`src/design/clk_gate_pkg.sv`:
```
// Package: register map, field layout and state types of the clock gate and oscillator control
package clk_gate_pkg;
	// Register byte addresses
	localparam logic [31:0] ADDR_COPROC_CLK  = 32'h400e_0408;
	localparam logic [31:0] ADDR_PCLK_EN     = 32'h400e_0410;
	localparam logic [31:0] ADDR_PCLK_DIS    = 32'h400e_0414;
	localparam logic [31:0] ADDR_PCLK_STAT   = 32'h400e_0418;
	localparam logic [31:0] ADDR_MAIN_OSC    = 32'h400e_0420;
	localparam logic [31:0] ADDR_FREQ_MEAS   = 32'h400e_0424;
	localparam logic [31:0] ADDR_WR_PROTECT  = 32'h400e_04e4;
	// Implemented peripheral identifiers: bits 8 to 31 without bit 30
	localparam logic [31:0] PERIPH_IMPL_MASK = 32'hbfff_ff00;
	// Coprocessor clock control and write protection fields
	localparam int          CP_CORE_BIT      = 16;
	localparam int          CP_BUSM_BIT      = 17;
	localparam int          WP_ON_BIT        = 0;
	// Main oscillator control fields
	localparam int          MOR_XT_EN_BIT    = 0;
	localparam int          MOR_XT_BY_BIT    = 1;
	localparam int          MOR_WAIT_BIT     = 2;
	localparam int          MOR_RC_EN_BIT    = 3;
	localparam int          MOR_RCF_LSB      = 4;
	localparam int          MOR_XTST_LSB     = 8;
	localparam int          MOR_KEY_LSB      = 16;
	localparam int          MOR_SEL_BIT      = 24;
	localparam int          MOR_CFD_BIT      = 25;
	localparam int          MOR_XT32_BIT     = 26;
	localparam logic [7:0]  MOR_KEY_PASS     = 8'h37;
	localparam logic [31:0] MOR_RESET        = 32'h0000_0008;
	// Frequency measurement fields
	localparam int          MCF_RDY_BIT      = 16;
	localparam int          MCF_RESTART_BIT  = 20;
	// RC frequency codes
	localparam logic [2:0]  RCF_4MHZ         = 3'h0;
	localparam logic [2:0]  RCF_8MHZ         = 3'h1;
	localparam logic [2:0]  RCF_12MHZ        = 3'h2;
	// Timing in slow clock cycles
	localparam int          XT_STARTUP_SHIFT = 3;
	localparam logic [3:0]  RC_STARTUP_SLOW  = 4'h8;
	localparam logic [4:0]  MEAS_SLOW_LAST   = 5'h0f;

	typedef enum logic [1:0] {MEAS_IDLE, MEAS_ALIGN, MEAS_COUNT} meas_state_t;

	typedef struct packed {
		logic       xt_en;
		logic       xt_bypass;
		logic       rc_en;
		logic [2:0] rc_freq;
		logic [7:0] xt_startup;
		logic       main_sel;
		logic       cfd_on;
		logic       slow_rc_on;
		logic       slow_xt_mon;
	} osc_ctrl_t;

	typedef struct packed {
		logic [31:0] prdata;
		logic        pready;
		logic        pslverr;
		logic [2:0]  slow_sync;
		logic [2:0]  main_sync;
		logic [31:0] periph_en;
		logic        cp_core;
		logic        cp_busm;
		logic        wp_on;
		osc_ctrl_t   osc;
		logic        wait_pulse;
		logic        xt_rdy;
		logic [10:0] xt_cnt;
		logic        rc_rdy;
		logic [3:0]  rc_cnt;
		meas_state_t meas;
		logic        meas_done;
		logic        freq_rdy;
		logic [4:0]  meas_per;
		logic [15:0] meas_cnt;
		logic [15:0] main_freq;
	} gate_state_t;
endpackage : clk_gate_pkg

```
`src/design/periph_clock_gate_main_osc_ctrl.sv`:
```
// Peripheral clock gating, coprocessor clock status and main oscillator control over APB
`timescale 1ns/1ps
// Notes on behaviour
// - Coprocessor core clock status is 0 after reset, 1 only while core clocks run.
// - Coprocessor bus-master clock status is 0 after reset, 1 only while enabled.
// - Writing 1 to an enable bit turns on that peripheral clock; 0 does nothing.
// - Writing 1 to a disable bit turns off that peripheral clock; 0 does nothing.
// - Peripheral status register shows 1 for each enabled clock, 0 otherwise.
// - Protected registers ignore writes while write protection is on.
// - Bits of unimplemented peripheral identifiers have no effect.
// - Oscillator register writes need key 0x37; key field reads back as zero.
// - Crystal ready rises after start-up field times 8 slow clock cycles.
// - Crystal bypass sets crystal ready at once.
// - Clearing both crystal enable and bypass clears crystal ready.
// - Writing 1 to the wait command requests wait mode; 0 does nothing.
// - RC ready rises after RC start-up time; clearing enable stops the RC.
// - RC frequency code 0 is 4 MHz, 1 is 8 MHz, 2 is 12 MHz; resets to 4.
// - Main source select picks RC when 0, crystal when 1.
// - Failure detector enable also switches on the slow RC oscillator.
// - Slow crystal monitor bit turns 32.768 kHz monitoring on or off.
// - Frequency count holds main clock cycles within 16 slow clock periods.
// - Measure ready is 1 only with the source running and a valid count.
// - Writing 1 to measure restart starts a new count; ready falls meanwhile.
module periph_clock_gate_main_osc_ctrl (
	// Clock and reset
	input  wire logic                    pclk,
	input  wire logic                    presetn,
	// APB slave
	input  wire logic [31:0]             paddr,
	input  wire logic                    psel,
	input  wire logic                    penable,
	input  wire logic                    pwrite,
	input  wire logic [31:0]             pwdata,
	output logic      [31:0]             prdata,
	output logic                         pready,
	output logic                         pslverr,
	// Clock pins sampled for start-up timing and measurement
	input  wire logic                    slow_clk_in,
	input  wire logic                    main_clk_in,
	// Gated clock enables
	output logic      [31:0]             periph_clk_en,
	output logic                         coproc_core_clk_on,
	output logic                         coproc_busmaster_clk_on,
	// Oscillator controls and status
	output clk_gate_pkg::osc_ctrl_t      osc_ctrl,
	output logic                         crystal_ready_flag,
	output logic                         rc_ready_flag,
	output logic                         freq_count_ready,
	output logic                         wait_command
);
	clk_gate_pkg::gate_state_t st_ff;
	clk_gate_pkg::gate_state_t nxt_st;

	logic        setup_ph;
	logic        wr_done;
	logic        wr_ok;
	logic        mapped;
	logic        key_ok;
	logic        slow_tick;
	logic        main_tick;
	logic        osc_ok;
	logic [31:0] rd_mux;
	logic [31:0] wdata_impl;

	always_comb begin
		nxt_st = st_ff;
		// Pin synchronisers; only the second and third stages feed logic
		nxt_st.slow_sync = {st_ff.slow_sync[1:0], slow_clk_in};
		nxt_st.main_sync = {st_ff.main_sync[1:0], main_clk_in};
		// Main clock is sampled at pclk, so counts saturate near half that rate
		slow_tick = st_ff.slow_sync[1] & ~st_ff.slow_sync[2];
		main_tick = st_ff.main_sync[1] & ~st_ff.main_sync[2];

		mapped = (paddr == clk_gate_pkg::ADDR_COPROC_CLK) ||
			(paddr == clk_gate_pkg::ADDR_PCLK_EN) ||
			(paddr == clk_gate_pkg::ADDR_PCLK_DIS) ||
			(paddr == clk_gate_pkg::ADDR_PCLK_STAT) ||
			(paddr == clk_gate_pkg::ADDR_MAIN_OSC) ||
			(paddr == clk_gate_pkg::ADDR_FREQ_MEAS) ||
			(paddr == clk_gate_pkg::ADDR_WR_PROTECT);
		setup_ph = psel & ~penable;
		wr_done = psel & penable & st_ff.pready & pwrite & ~st_ff.pslverr;
		wr_ok = wr_done & ~st_ff.wp_on;
		key_ok = pwdata[clk_gate_pkg::MOR_KEY_LSB +: 8] == clk_gate_pkg::MOR_KEY_PASS;
		wdata_impl = pwdata & clk_gate_pkg::PERIPH_IMPL_MASK;

		// Read mux; key and wait command always read as zero
		rd_mux = '0;
		case (paddr)
			clk_gate_pkg::ADDR_COPROC_CLK: begin
				rd_mux[clk_gate_pkg::CP_CORE_BIT] = st_ff.cp_core;
				rd_mux[clk_gate_pkg::CP_BUSM_BIT] = st_ff.cp_busm;
			end
			clk_gate_pkg::ADDR_PCLK_STAT: begin
				rd_mux = st_ff.periph_en;
			end
			clk_gate_pkg::ADDR_MAIN_OSC: begin
				rd_mux[clk_gate_pkg::MOR_XT_EN_BIT] = st_ff.osc.xt_en;
				rd_mux[clk_gate_pkg::MOR_XT_BY_BIT] = st_ff.osc.xt_bypass;
				rd_mux[clk_gate_pkg::MOR_RC_EN_BIT] = st_ff.osc.rc_en;
				rd_mux[clk_gate_pkg::MOR_RCF_LSB +: 3] = st_ff.osc.rc_freq;
				rd_mux[clk_gate_pkg::MOR_XTST_LSB +: 8] = st_ff.osc.xt_startup;
				rd_mux[clk_gate_pkg::MOR_SEL_BIT] = st_ff.osc.main_sel;
				rd_mux[clk_gate_pkg::MOR_CFD_BIT] = st_ff.osc.cfd_on;
				rd_mux[clk_gate_pkg::MOR_XT32_BIT] = st_ff.osc.slow_xt_mon;
			end
			clk_gate_pkg::ADDR_FREQ_MEAS: begin
				rd_mux[15:0] = st_ff.main_freq;
				rd_mux[clk_gate_pkg::MCF_RDY_BIT] = st_ff.freq_rdy;
			end
			clk_gate_pkg::ADDR_WR_PROTECT: begin
				rd_mux[clk_gate_pkg::WP_ON_BIT] = st_ff.wp_on;
			end
			default: begin
				rd_mux = '0;
			end
		endcase

		// Zero-wait APB: answer is ready in the first access cycle
		nxt_st.pready = setup_ph;
		nxt_st.pslverr = setup_ph & ~mapped;
		if (setup_ph) begin
			nxt_st.prdata = pwrite ? '0 : rd_mux;
		end

		nxt_st.wait_pulse = 1'b0;

		// Peripheral clock enable and disable
		if (wr_ok && paddr == clk_gate_pkg::ADDR_PCLK_EN) begin
			nxt_st.periph_en = st_ff.periph_en | wdata_impl;
		end
		if (wr_ok && paddr == clk_gate_pkg::ADDR_PCLK_DIS) begin
			nxt_st.periph_en = st_ff.periph_en & ~wdata_impl;
		end

		if (wr_ok && paddr == clk_gate_pkg::ADDR_COPROC_CLK) begin
			nxt_st.cp_core = pwdata[clk_gate_pkg::CP_CORE_BIT];
			nxt_st.cp_busm = pwdata[clk_gate_pkg::CP_BUSM_BIT];
		end

		// Protection register itself stays writable so software can unlock
		if (wr_done && paddr == clk_gate_pkg::ADDR_WR_PROTECT) begin
			nxt_st.wp_on = pwdata[clk_gate_pkg::WP_ON_BIT];
		end

		// Crystal oscillator start-up
		if (st_ff.osc.xt_bypass) begin
			nxt_st.xt_rdy = 1'b1;
		end else if (!st_ff.osc.xt_en) begin
			nxt_st.xt_rdy = 1'b0;
		end else if (!st_ff.xt_rdy && slow_tick) begin
			if (st_ff.xt_cnt == '0) begin
				nxt_st.xt_rdy = 1'b1;
			end else begin
				nxt_st.xt_cnt = st_ff.xt_cnt - 11'h001;
			end
		end

		// RC oscillator start-up
		if (!st_ff.osc.rc_en) begin
			nxt_st.rc_rdy = 1'b0;
			nxt_st.rc_cnt = clk_gate_pkg::RC_STARTUP_SLOW;
		end else if (!st_ff.rc_rdy && slow_tick) begin
			if (st_ff.rc_cnt == '0) begin
				nxt_st.rc_rdy = 1'b1;
			end else begin
				nxt_st.rc_cnt = st_ff.rc_cnt - 4'h1;
			end
		end

		// Main oscillator control write, only with the right key
		if (wr_ok && paddr == clk_gate_pkg::ADDR_MAIN_OSC && key_ok) begin
			nxt_st.osc.xt_en = pwdata[clk_gate_pkg::MOR_XT_EN_BIT];
			nxt_st.osc.xt_bypass = pwdata[clk_gate_pkg::MOR_XT_BY_BIT];
			nxt_st.osc.rc_en = pwdata[clk_gate_pkg::MOR_RC_EN_BIT];
			nxt_st.osc.rc_freq = pwdata[clk_gate_pkg::MOR_RCF_LSB +: 3];
			nxt_st.osc.xt_startup = pwdata[clk_gate_pkg::MOR_XTST_LSB +: 8];
			nxt_st.osc.main_sel = pwdata[clk_gate_pkg::MOR_SEL_BIT];
			nxt_st.osc.cfd_on = pwdata[clk_gate_pkg::MOR_CFD_BIT];
			nxt_st.osc.slow_rc_on = pwdata[clk_gate_pkg::MOR_CFD_BIT];
			nxt_st.osc.slow_xt_mon = pwdata[clk_gate_pkg::MOR_XT32_BIT];
			nxt_st.wait_pulse = pwdata[clk_gate_pkg::MOR_WAIT_BIT];
			// Relies on software keeping ready low before enabling the crystal
			if (pwdata[clk_gate_pkg::MOR_XT_EN_BIT] && !st_ff.osc.xt_en) begin
				nxt_st.xt_cnt = 11'(pwdata[clk_gate_pkg::MOR_XTST_LSB +: 8]) <<
					clk_gate_pkg::XT_STARTUP_SHIFT;
			end
		end

		// Frequency measurement of the selected main source
		osc_ok = st_ff.osc.main_sel ? st_ff.xt_rdy : st_ff.rc_rdy;
		if (!osc_ok) begin
			nxt_st.meas = clk_gate_pkg::MEAS_IDLE;
			nxt_st.freq_rdy = 1'b0;
			nxt_st.meas_done = 1'b0;
		end else begin
			case (st_ff.meas)
				clk_gate_pkg::MEAS_IDLE: begin
					if (!st_ff.meas_done) begin
						nxt_st.meas = clk_gate_pkg::MEAS_ALIGN;
					end
				end
				clk_gate_pkg::MEAS_ALIGN: begin
					// Start on a slow edge so the window is a whole number of periods
					if (slow_tick) begin
						nxt_st.meas = clk_gate_pkg::MEAS_COUNT;
						nxt_st.meas_per = '0;
						nxt_st.meas_cnt = '0;
					end
				end
				clk_gate_pkg::MEAS_COUNT: begin
					if (main_tick && st_ff.meas_cnt != 16'hffff) begin
						nxt_st.meas_cnt = st_ff.meas_cnt + 16'h0001;
					end
					if (slow_tick) begin
						nxt_st.meas_per = st_ff.meas_per + 5'h01;
						if (st_ff.meas_per == clk_gate_pkg::MEAS_SLOW_LAST) begin
							nxt_st.main_freq = nxt_st.meas_cnt;
							nxt_st.freq_rdy = 1'b1;
							nxt_st.meas_done = 1'b1;
							nxt_st.meas = clk_gate_pkg::MEAS_IDLE;
						end
					end
				end
				default: begin
					nxt_st.meas = clk_gate_pkg::MEAS_IDLE;
				end
			endcase
		end
		if (wr_ok && paddr == clk_gate_pkg::ADDR_FREQ_MEAS &&
				pwdata[clk_gate_pkg::MCF_RESTART_BIT]) begin
			nxt_st.freq_rdy = 1'b0;
			nxt_st.meas_done = 1'b0;
			nxt_st.meas = clk_gate_pkg::MEAS_IDLE;
		end
	end

	always_ff @(posedge pclk or negedge presetn) begin
		if (!presetn) begin
			st_ff <= '0;
			st_ff.osc.rc_en <= clk_gate_pkg::MOR_RESET[clk_gate_pkg::MOR_RC_EN_BIT];
			st_ff.osc.rc_freq <= clk_gate_pkg::RCF_4MHZ;
			st_ff.rc_cnt <= clk_gate_pkg::RC_STARTUP_SLOW;
			st_ff.meas <= clk_gate_pkg::MEAS_IDLE;
		end else begin
			st_ff <= nxt_st;
		end
	end

	assign prdata = st_ff.prdata;
	assign pready = st_ff.pready;
	assign pslverr = st_ff.pslverr;
	assign periph_clk_en = st_ff.periph_en;
	assign coproc_core_clk_on = st_ff.cp_core;
	assign coproc_busmaster_clk_on = st_ff.cp_busm;
	assign osc_ctrl = st_ff.osc;
	assign crystal_ready_flag = st_ff.xt_rdy;
	assign rc_ready_flag = st_ff.rc_rdy;
	assign freq_count_ready = st_ff.freq_rdy;
	assign wait_command = st_ff.wait_pulse;
endmodule : periph_clock_gate_main_osc_ctrl

```
`config.mk`:
```
export PLATFORM = sky130hd
export DESIGN_NAME = periph_clock_gate_main_osc_ctrl
export DESIGN_NICKNAME = d
export VERILOG_FILES = /design/src/design/clk_gate_pkg.sv /design/src/design/periph_clock_gate_main_osc_ctrl.sv
export SDC_FILE = /design/constraint.sdc
export NUM_CORES = 1
export LEC_CHECK = 0
export BUFFER_PORTS_ARGS = -buffer_cell sky130_fd_sc_hd__clkbuf_2
export CAP_MARGIN = 10
export CELL_PAD_IN_SITES_DETAIL_PLACEMENT = 0
export CELL_PAD_IN_SITES_GLOBAL_PLACEMENT = 2
export CORE_MARGIN = 10
export CORE_UTILIZATION = 37
export DETAILED_ROUTE_END_ITERATION = 8
export GPL_ROUTABILITY_DRIVEN = 0
export PLACE_DENSITY_LB_ADDON = 0.3
export SKIP_CTS_REPAIR_TIMING = 1
export SLEW_MARGIN = 10
export SYNTH_ARGS = -nofsm -noshare
export SYNTH_HDL_FRONTEND = slang
export SYNTH_SLANG_ARGS = --single-unit
```
`constraint.sdc`:
```
create_clock -name pclk -period 4.6 [get_ports pclk]
set_input_delay 0.92 -clock pclk [delete_from_list [all_inputs] [get_ports pclk]]
set_output_delay 0.92 -clock pclk [all_outputs]
set_load 0.01 [all_outputs]
```
==> metrics.yaml, run 1 <==
timing:
  relSlewSlack_pct: 45.2
  hold_violations: 0
  hold_slack_ns: 0.347
  rsz0062_at_grt: "no"
  drv_slew: 0
  tightestPinTransition_ns: 0.822
  setup_viol: 0
  fmax_mhz: 364
  min_period_over_period_pct: 59.7
  finalCriticalPeriod_ns: 2.75
  fin_ws_ns: 1.85
  fin_setup_tns_ns: 0
  clock_skew_ns: 0.00851
power:
  switching_share_pct: 21.1
  power_leakage_nw: 4.27
  total_power_mw: 2.92
  p_int_mw: 2.30
  ir_drop_uv: 209
  seq_power_share_pct: 42.4
  comb_power_share_pct: 3.4
  p_clk_share_pct: 54.2
  p_sw_uw: 616
  power_density_nw_per_um2: 341
global_routing:
  globalRouteTotalUtil_pct: 15.3
  grt_overflow: 0
  grt_first_pass_wirelength_mm: 31.8
  grt_pass1_vias: 5657
  grt_start_max_net_pins: 88
  grt_antenna_before_repair: 0
setup_path:
  critical_path_arrival_ns: 3.11
  end_kind: "register"
  ff2ff_setup_slack_ns: 2.21
  cp_max_fo: 13
  crit_type: "input port to register"
  crit_required_ns: 4.96
  setup.worst_path.start_class: "input port"
drt:
  drcViolationCount: 0
  vias: 5516
  wl_met3_mm: 1.08
  drt_iter0_drc: 363
  wl_met2_mm: 9.89
  vias_per_cell: 5.11
  antenna_left: 0
  met1_length_mm: 8.73
  drt_wl_total_mm: 20.0
  dr.pass1.iters: 5
  wire_per_inst_um: 18.6
  top_layer_used: "met4"
synth:
  yosys_warnings: 0
  synth-xor-area-share_pct: 2.47
  synth-adder-area-share_pct: 1.01
  synth_compound_area_share_pct: 10.7
  synth.avg_cell_area_um2: 10.2
  synthMuxAreaShare_pct: 8.73
  postSynthCellCount: 733
  synth_top_family_by_area: "simple AND/OR/NAND/NOR gates"
  synthArstFlopShare_pct: 100
  synth_simple_gate_area_share_pct: 17.8
  ys_ff_latch: 140
  ys_seq_area_share_pct: 47.0
  synth_cell_types: 64
  synth.cell_area_um2: 7450
  synth_edf_count: 0
  yosys_most_used_dff: "dfrtp_1"
layout:
  seq_area_um2: 3510
  diodes: 0
  layout_commonest_cell: "clkbuf_2"
  layout_common_cells: "clkbuf_2, dfrtp_1, nand2_1"
  fill_cells: 1947
  layout-drive-gt1-share_pct: 27.8
  multi_input_area_um2: 3080
  post-route-util_pct: 43.5
  layout.nets: 879
  area_delta_synth_final_pct: 14.7
die:
  initial_utilization_pct: 37.9
  std_cell_rows: 51
  io_pins: 161
  core_area_um2: 19700
  dieArea_um2: 26200
  die_h_um: 162
  dieWidth_um: 162
clock_tree:
  cts.sink_count: 140
  clk_pin_slew_ns: 0.06
  clock_latency_ns: 0.42
  cts-root-buf: "clkbuf_16"
  cts_buffers: 17
  cts_tree: "built"
  clock_tree.buffer_depth: 2
  h-tree-depth: 4
run:
  drv_cap: 0
place:
  dp_hpwl_mm: 14.8
  post-place-ws_ns: 1.45
  portBuffers: 148
hold_path:
  worstHoldPathType: "register to register"
status:
  outcome: "finished clean"
cells by family after synthesis:
logic type | after synthesis
simple gates | 238
flops | 140
fa+ha+maj | 6
other cells | 1
xor+xnor | 21
buf+inv | 153
compound gates | 115
mux | 59
worst max-delay path, stage by stage:
cell and delay (ns):
clkbuf_2 0.10, nor3_1 0.57, and4_1 0.69, nor2b_1 0.57
a221o_1 0.25
path summary, 6_finish.rpt:
check,startpoint,cells past startpoint,to
hold / removal,nxt_st[113]$_DFF_PN0_,0,nxt_st[114]$_DFF_PN0_
min in group asynchronous,presetn,1,st_ff[47]$_DFF_PN0_
setup / recovery,paddr[1],5,prdata[5]$_DFFE_PN0P_
max in group asynchronous,presetn,2,coproc_busmaster_clk_on$_DFFE_PN0P_
setup reg to reg,st_ff[16]$_DFFE_PN0P_,6,st_ff[1]$_DFFE_PN0P_
hold reg to reg,nxt_st[113]$_DFF_PN0_,0,nxt_st[114]$_DFF_PN0_
metal layers:
layer,global-route usage (%),vias to the layer above
li1,-,2627
met1,19.1,2713
met2,25.4,157
met3,3.39,19
met4,5.58,0
met5,0,-
cell usage after synthesis (all sizes together), types with 2 or more instances:
master	n	share of area, %
or4	7	0.76
dfstp	2	0.71
o31a	2	0.24
nand2b	5	0.42
nor2b	5	0.42
nand2	70	3.5
mux2	30	4.8
or3	8	0.67
xor2	3	0.35
clkbuf	25	1.3
mux2i	29	3.9
nand4b	2	0.24
o21ai	35	2.4
nor4b	6	0.99
nor4	13	1.5
inv	36	1.8
a221o	16	2.1
and3	7	0.59
and4	4	0.49
nor2	37	1.9
or2	5	0.42
buf	92	9.0
o22ai	3	0.25
or3b	2	0.24
nor3b	5	0.50
a32o	2	0.27
a22o	16	1.9
a31oi	7	0.59
a211oi	2	0.20
ha	6	1.0
a21o	5	0.50
a22oi	8	0.81
nand3	20	1.5
and2	15	1.3
o21bai	2	0.20
nor3	12	0.81
nand3b	2	0.20
dfrtp	138	46
a21oi	13	0.87
nand4	9	0.84
xnor2	18	2.1
stage by stage:
step	instances	area, um^2
3_3_place_gp	1048	7870
5_1_grt	1079	8550
3_5_place_dp	1048	7870
6_report	1079	8550
4_1_cts	1079	8550
2_1_floorplan	742	7490
area by class of cell:
| cell class | instances | share of cell area, % |
|---|---|---|
| repair buffers | 158 | 9.62 |
| clock buffers | 18 | 5.14 |
| clock inverters | 13 | 2.78 |
| well taps | 265 | 3.88 |
| multi-input cells | 449 | 36.0 |
| inverters | 36 | 1.58 |
| flip-flops and latches | 140 | 41.0 |
power by group through the flow:
stage	Sequential [mW]	Clock (mW)	Combinational (mW)
floorplan	1.26	0	0.0341
global placement	1.26	0	0.101
detailed placement	1.26	0	0.102
CTS	1.24	1.61	0.103
global route	1.24	1.67	0.114
finish	1.24	1.58	0.0999
Note: power is estimated with default switching activity, not from simulation.
==> run 2, diff against run 1 <==
Settings changed: CORE_UTILIZATION 37 to 34.
Clock period 4.6 ns to 2.6 ns, I/O delays scaled along.
==> metrics.yaml, run 2 (synthesis results as in run 1) <==
global_routing:
  grt_overflow: 0
  globalRouteTotalUtil_pct: 14.5
  met2_usage_pct: 24.3
  use_met1_pct: 17.9
  met3_usage_pct: 3.56
  grt_pass1_vias: 5800
  grt_first_pass_wirelength_mm: 33.0
  busiest_layer: "met2"
  grt_start_max_net_pins: 68
  grt_antenna_before_repair: 0
layout:
  diodes: 0
  fill_cells: 2162
  layout_common_cells: "clkbuf_2, dfrtp_1, nand2_1"
  layout_commonest_cell: "clkbuf_2"
  post-route-util_pct: 40.1
  area_delta_synth_final_pct: 16.8
  layout.nets: 903
  layout-drive-gt1-share_pct: 29.8
setup_path:
  path_delay_family: "simple AND/OR/NAND/NOR gates"
  setup.worst_path.start_class: "register"
  crit_chain: "inv_1 -> ha_1 -> or3b_2 -> or3_1 -> nand3_1 -> xnor2_1 -> mux2_2"
  crit_required_ns: 2.91
  end_kind: "register"
  crit_type: "register to register"
  critPathSlowestCell: "or3_1"
  cp_max_fo: 8
  critical_path_arrival_ns: 2.63
  slowest_delay_ns: 0.54
  crit_buf_inv: 1
timing:
  min_period_over_period_pct: 89.3
  fin_ws_ns: 0.278
  fmax_mhz: 431
  tightestPinTransition_ns: 0.681
  finalCriticalPeriod_ns: 2.32
  setup_viol: 0
  hold_violations: 0
  rsz0062_at_grt: "no"
  drv_slew: 0
  clock_skew_ns: 0.0114
  relSlewSlack_pct: 54.6
hold_path:
  worstHoldPathType: "input port to async pin"
clock_tree:
  clk_pin_slew_ns: 0.06
  clock_tree.buffer_depth: 2
  cts_tree: "built"
  clock_latency_ns: 0.42
  cts_buffers: 17
  cts.sink_count: 140
  cts-root-buf: "clkbuf_16"
  h-tree-depth: 4
place:
  dp_hpwl_mm: 15.8
  portBuffers: 148
  post-place-ws_ns: -0.00506
die:
  initial_utilization_pct: 34.4
  die_h_um: 168
  dieWidth_um: 168
  std_cell_rows: 54
  core_area_um2: 21700
  io_pins: 161
  dieArea_um2: 28200
drt:
  drt_iter0_drc: 403
  vias: 5572
  antenna_left: 0
  drcViolationCount: 0
  wire_per_inst_um: 18.5
  drt_wl_total_mm: 20.7
  vias_per_cell: 4.98
  dr.pass1.iters: 4
power:
  ir_drop_uv: 411
  power_leakage_nw: 4.36
  power_density_nw_per_um2: 561
run:
  drv_cap: 0
status:
  outcome: "finished clean"
==> run 2: power by group <==
group	total, mW	switching, mW	leakage, nW	internal [mW]
sequential	2.19	0.00512	1.81	2.19
combinational	0.187	0.123	2.27	0.0644
clock	2.50	0.966	0.282	1.54
==> run 2: final cells by class <==
type	instances	area [um^2]	share of cell area [%]
sequential	140	3510	40.3
multi-input combinational	449	3080	35.3
timing repair buffer	182	1030	11.8
clock buffer	19	443	5.09
tap	280	350	4.02
clock inverter	13	168	1.93
inverter	36	135	1.55
==> run 2: path summary, 6_finish.rpt <==
check / startpoint / endpoint / slack, ns / depth (start not counted)
setup / recovery: st_ff[46]$_DFF_PN0_ / st_ff[49]$_DFF_PN0_ / 0.28 / 7
hold / removal: presetn / st_ff[29]$_DFFE_PN0P_ / 0.12 / 1
setup reg to reg: st_ff[46]$_DFF_PN0_ / st_ff[49]$_DFF_PN0_ / 0.28 / 7
hold reg to reg: nxt_st[113]$_DFF_PN0_ / nxt_st[114]$_DFF_PN0_ / 0.35 / 0
max in group asynchronous: presetn / osc_ctrl[15]$_DFFE_PN1P_ / 1.72 / 2
min in group pclk: main_clk_in / nxt_st[113]$_DFF_PN0_ / 0.20 / 1
==> run 2: per-layer routing <==
layer / routed length, um / vias to the layer above
li1: - / 2673
met1: 9000 / 2741
met2: 10400 / 134
met3: 999 / 24
met4: 323 / 0
met5: 0 / -
==> run 2: per-stage QoR <==
stage | hold WS [ns] | setup TNS [ns] | instances | total power, mW | cell area [um^2]
2_1_floorplan | 0.224 | 0 | 742 | 2.29 | 7490
3_3_place_gp | 0.336 | 0 | 1087 | 2.42 | 8100
3_5_place_dp | 0.342 | -0.00964 | 1087 | 2.42 | 8100
4_1_cts | 0.139 | 0 | 1119 | 4.96 | 8710
5_1_grt | 0.169 | 0 | 1119 | 5.06 | 8710
6_report | 0.116 | 0 | 1119 | 4.88 | 8710
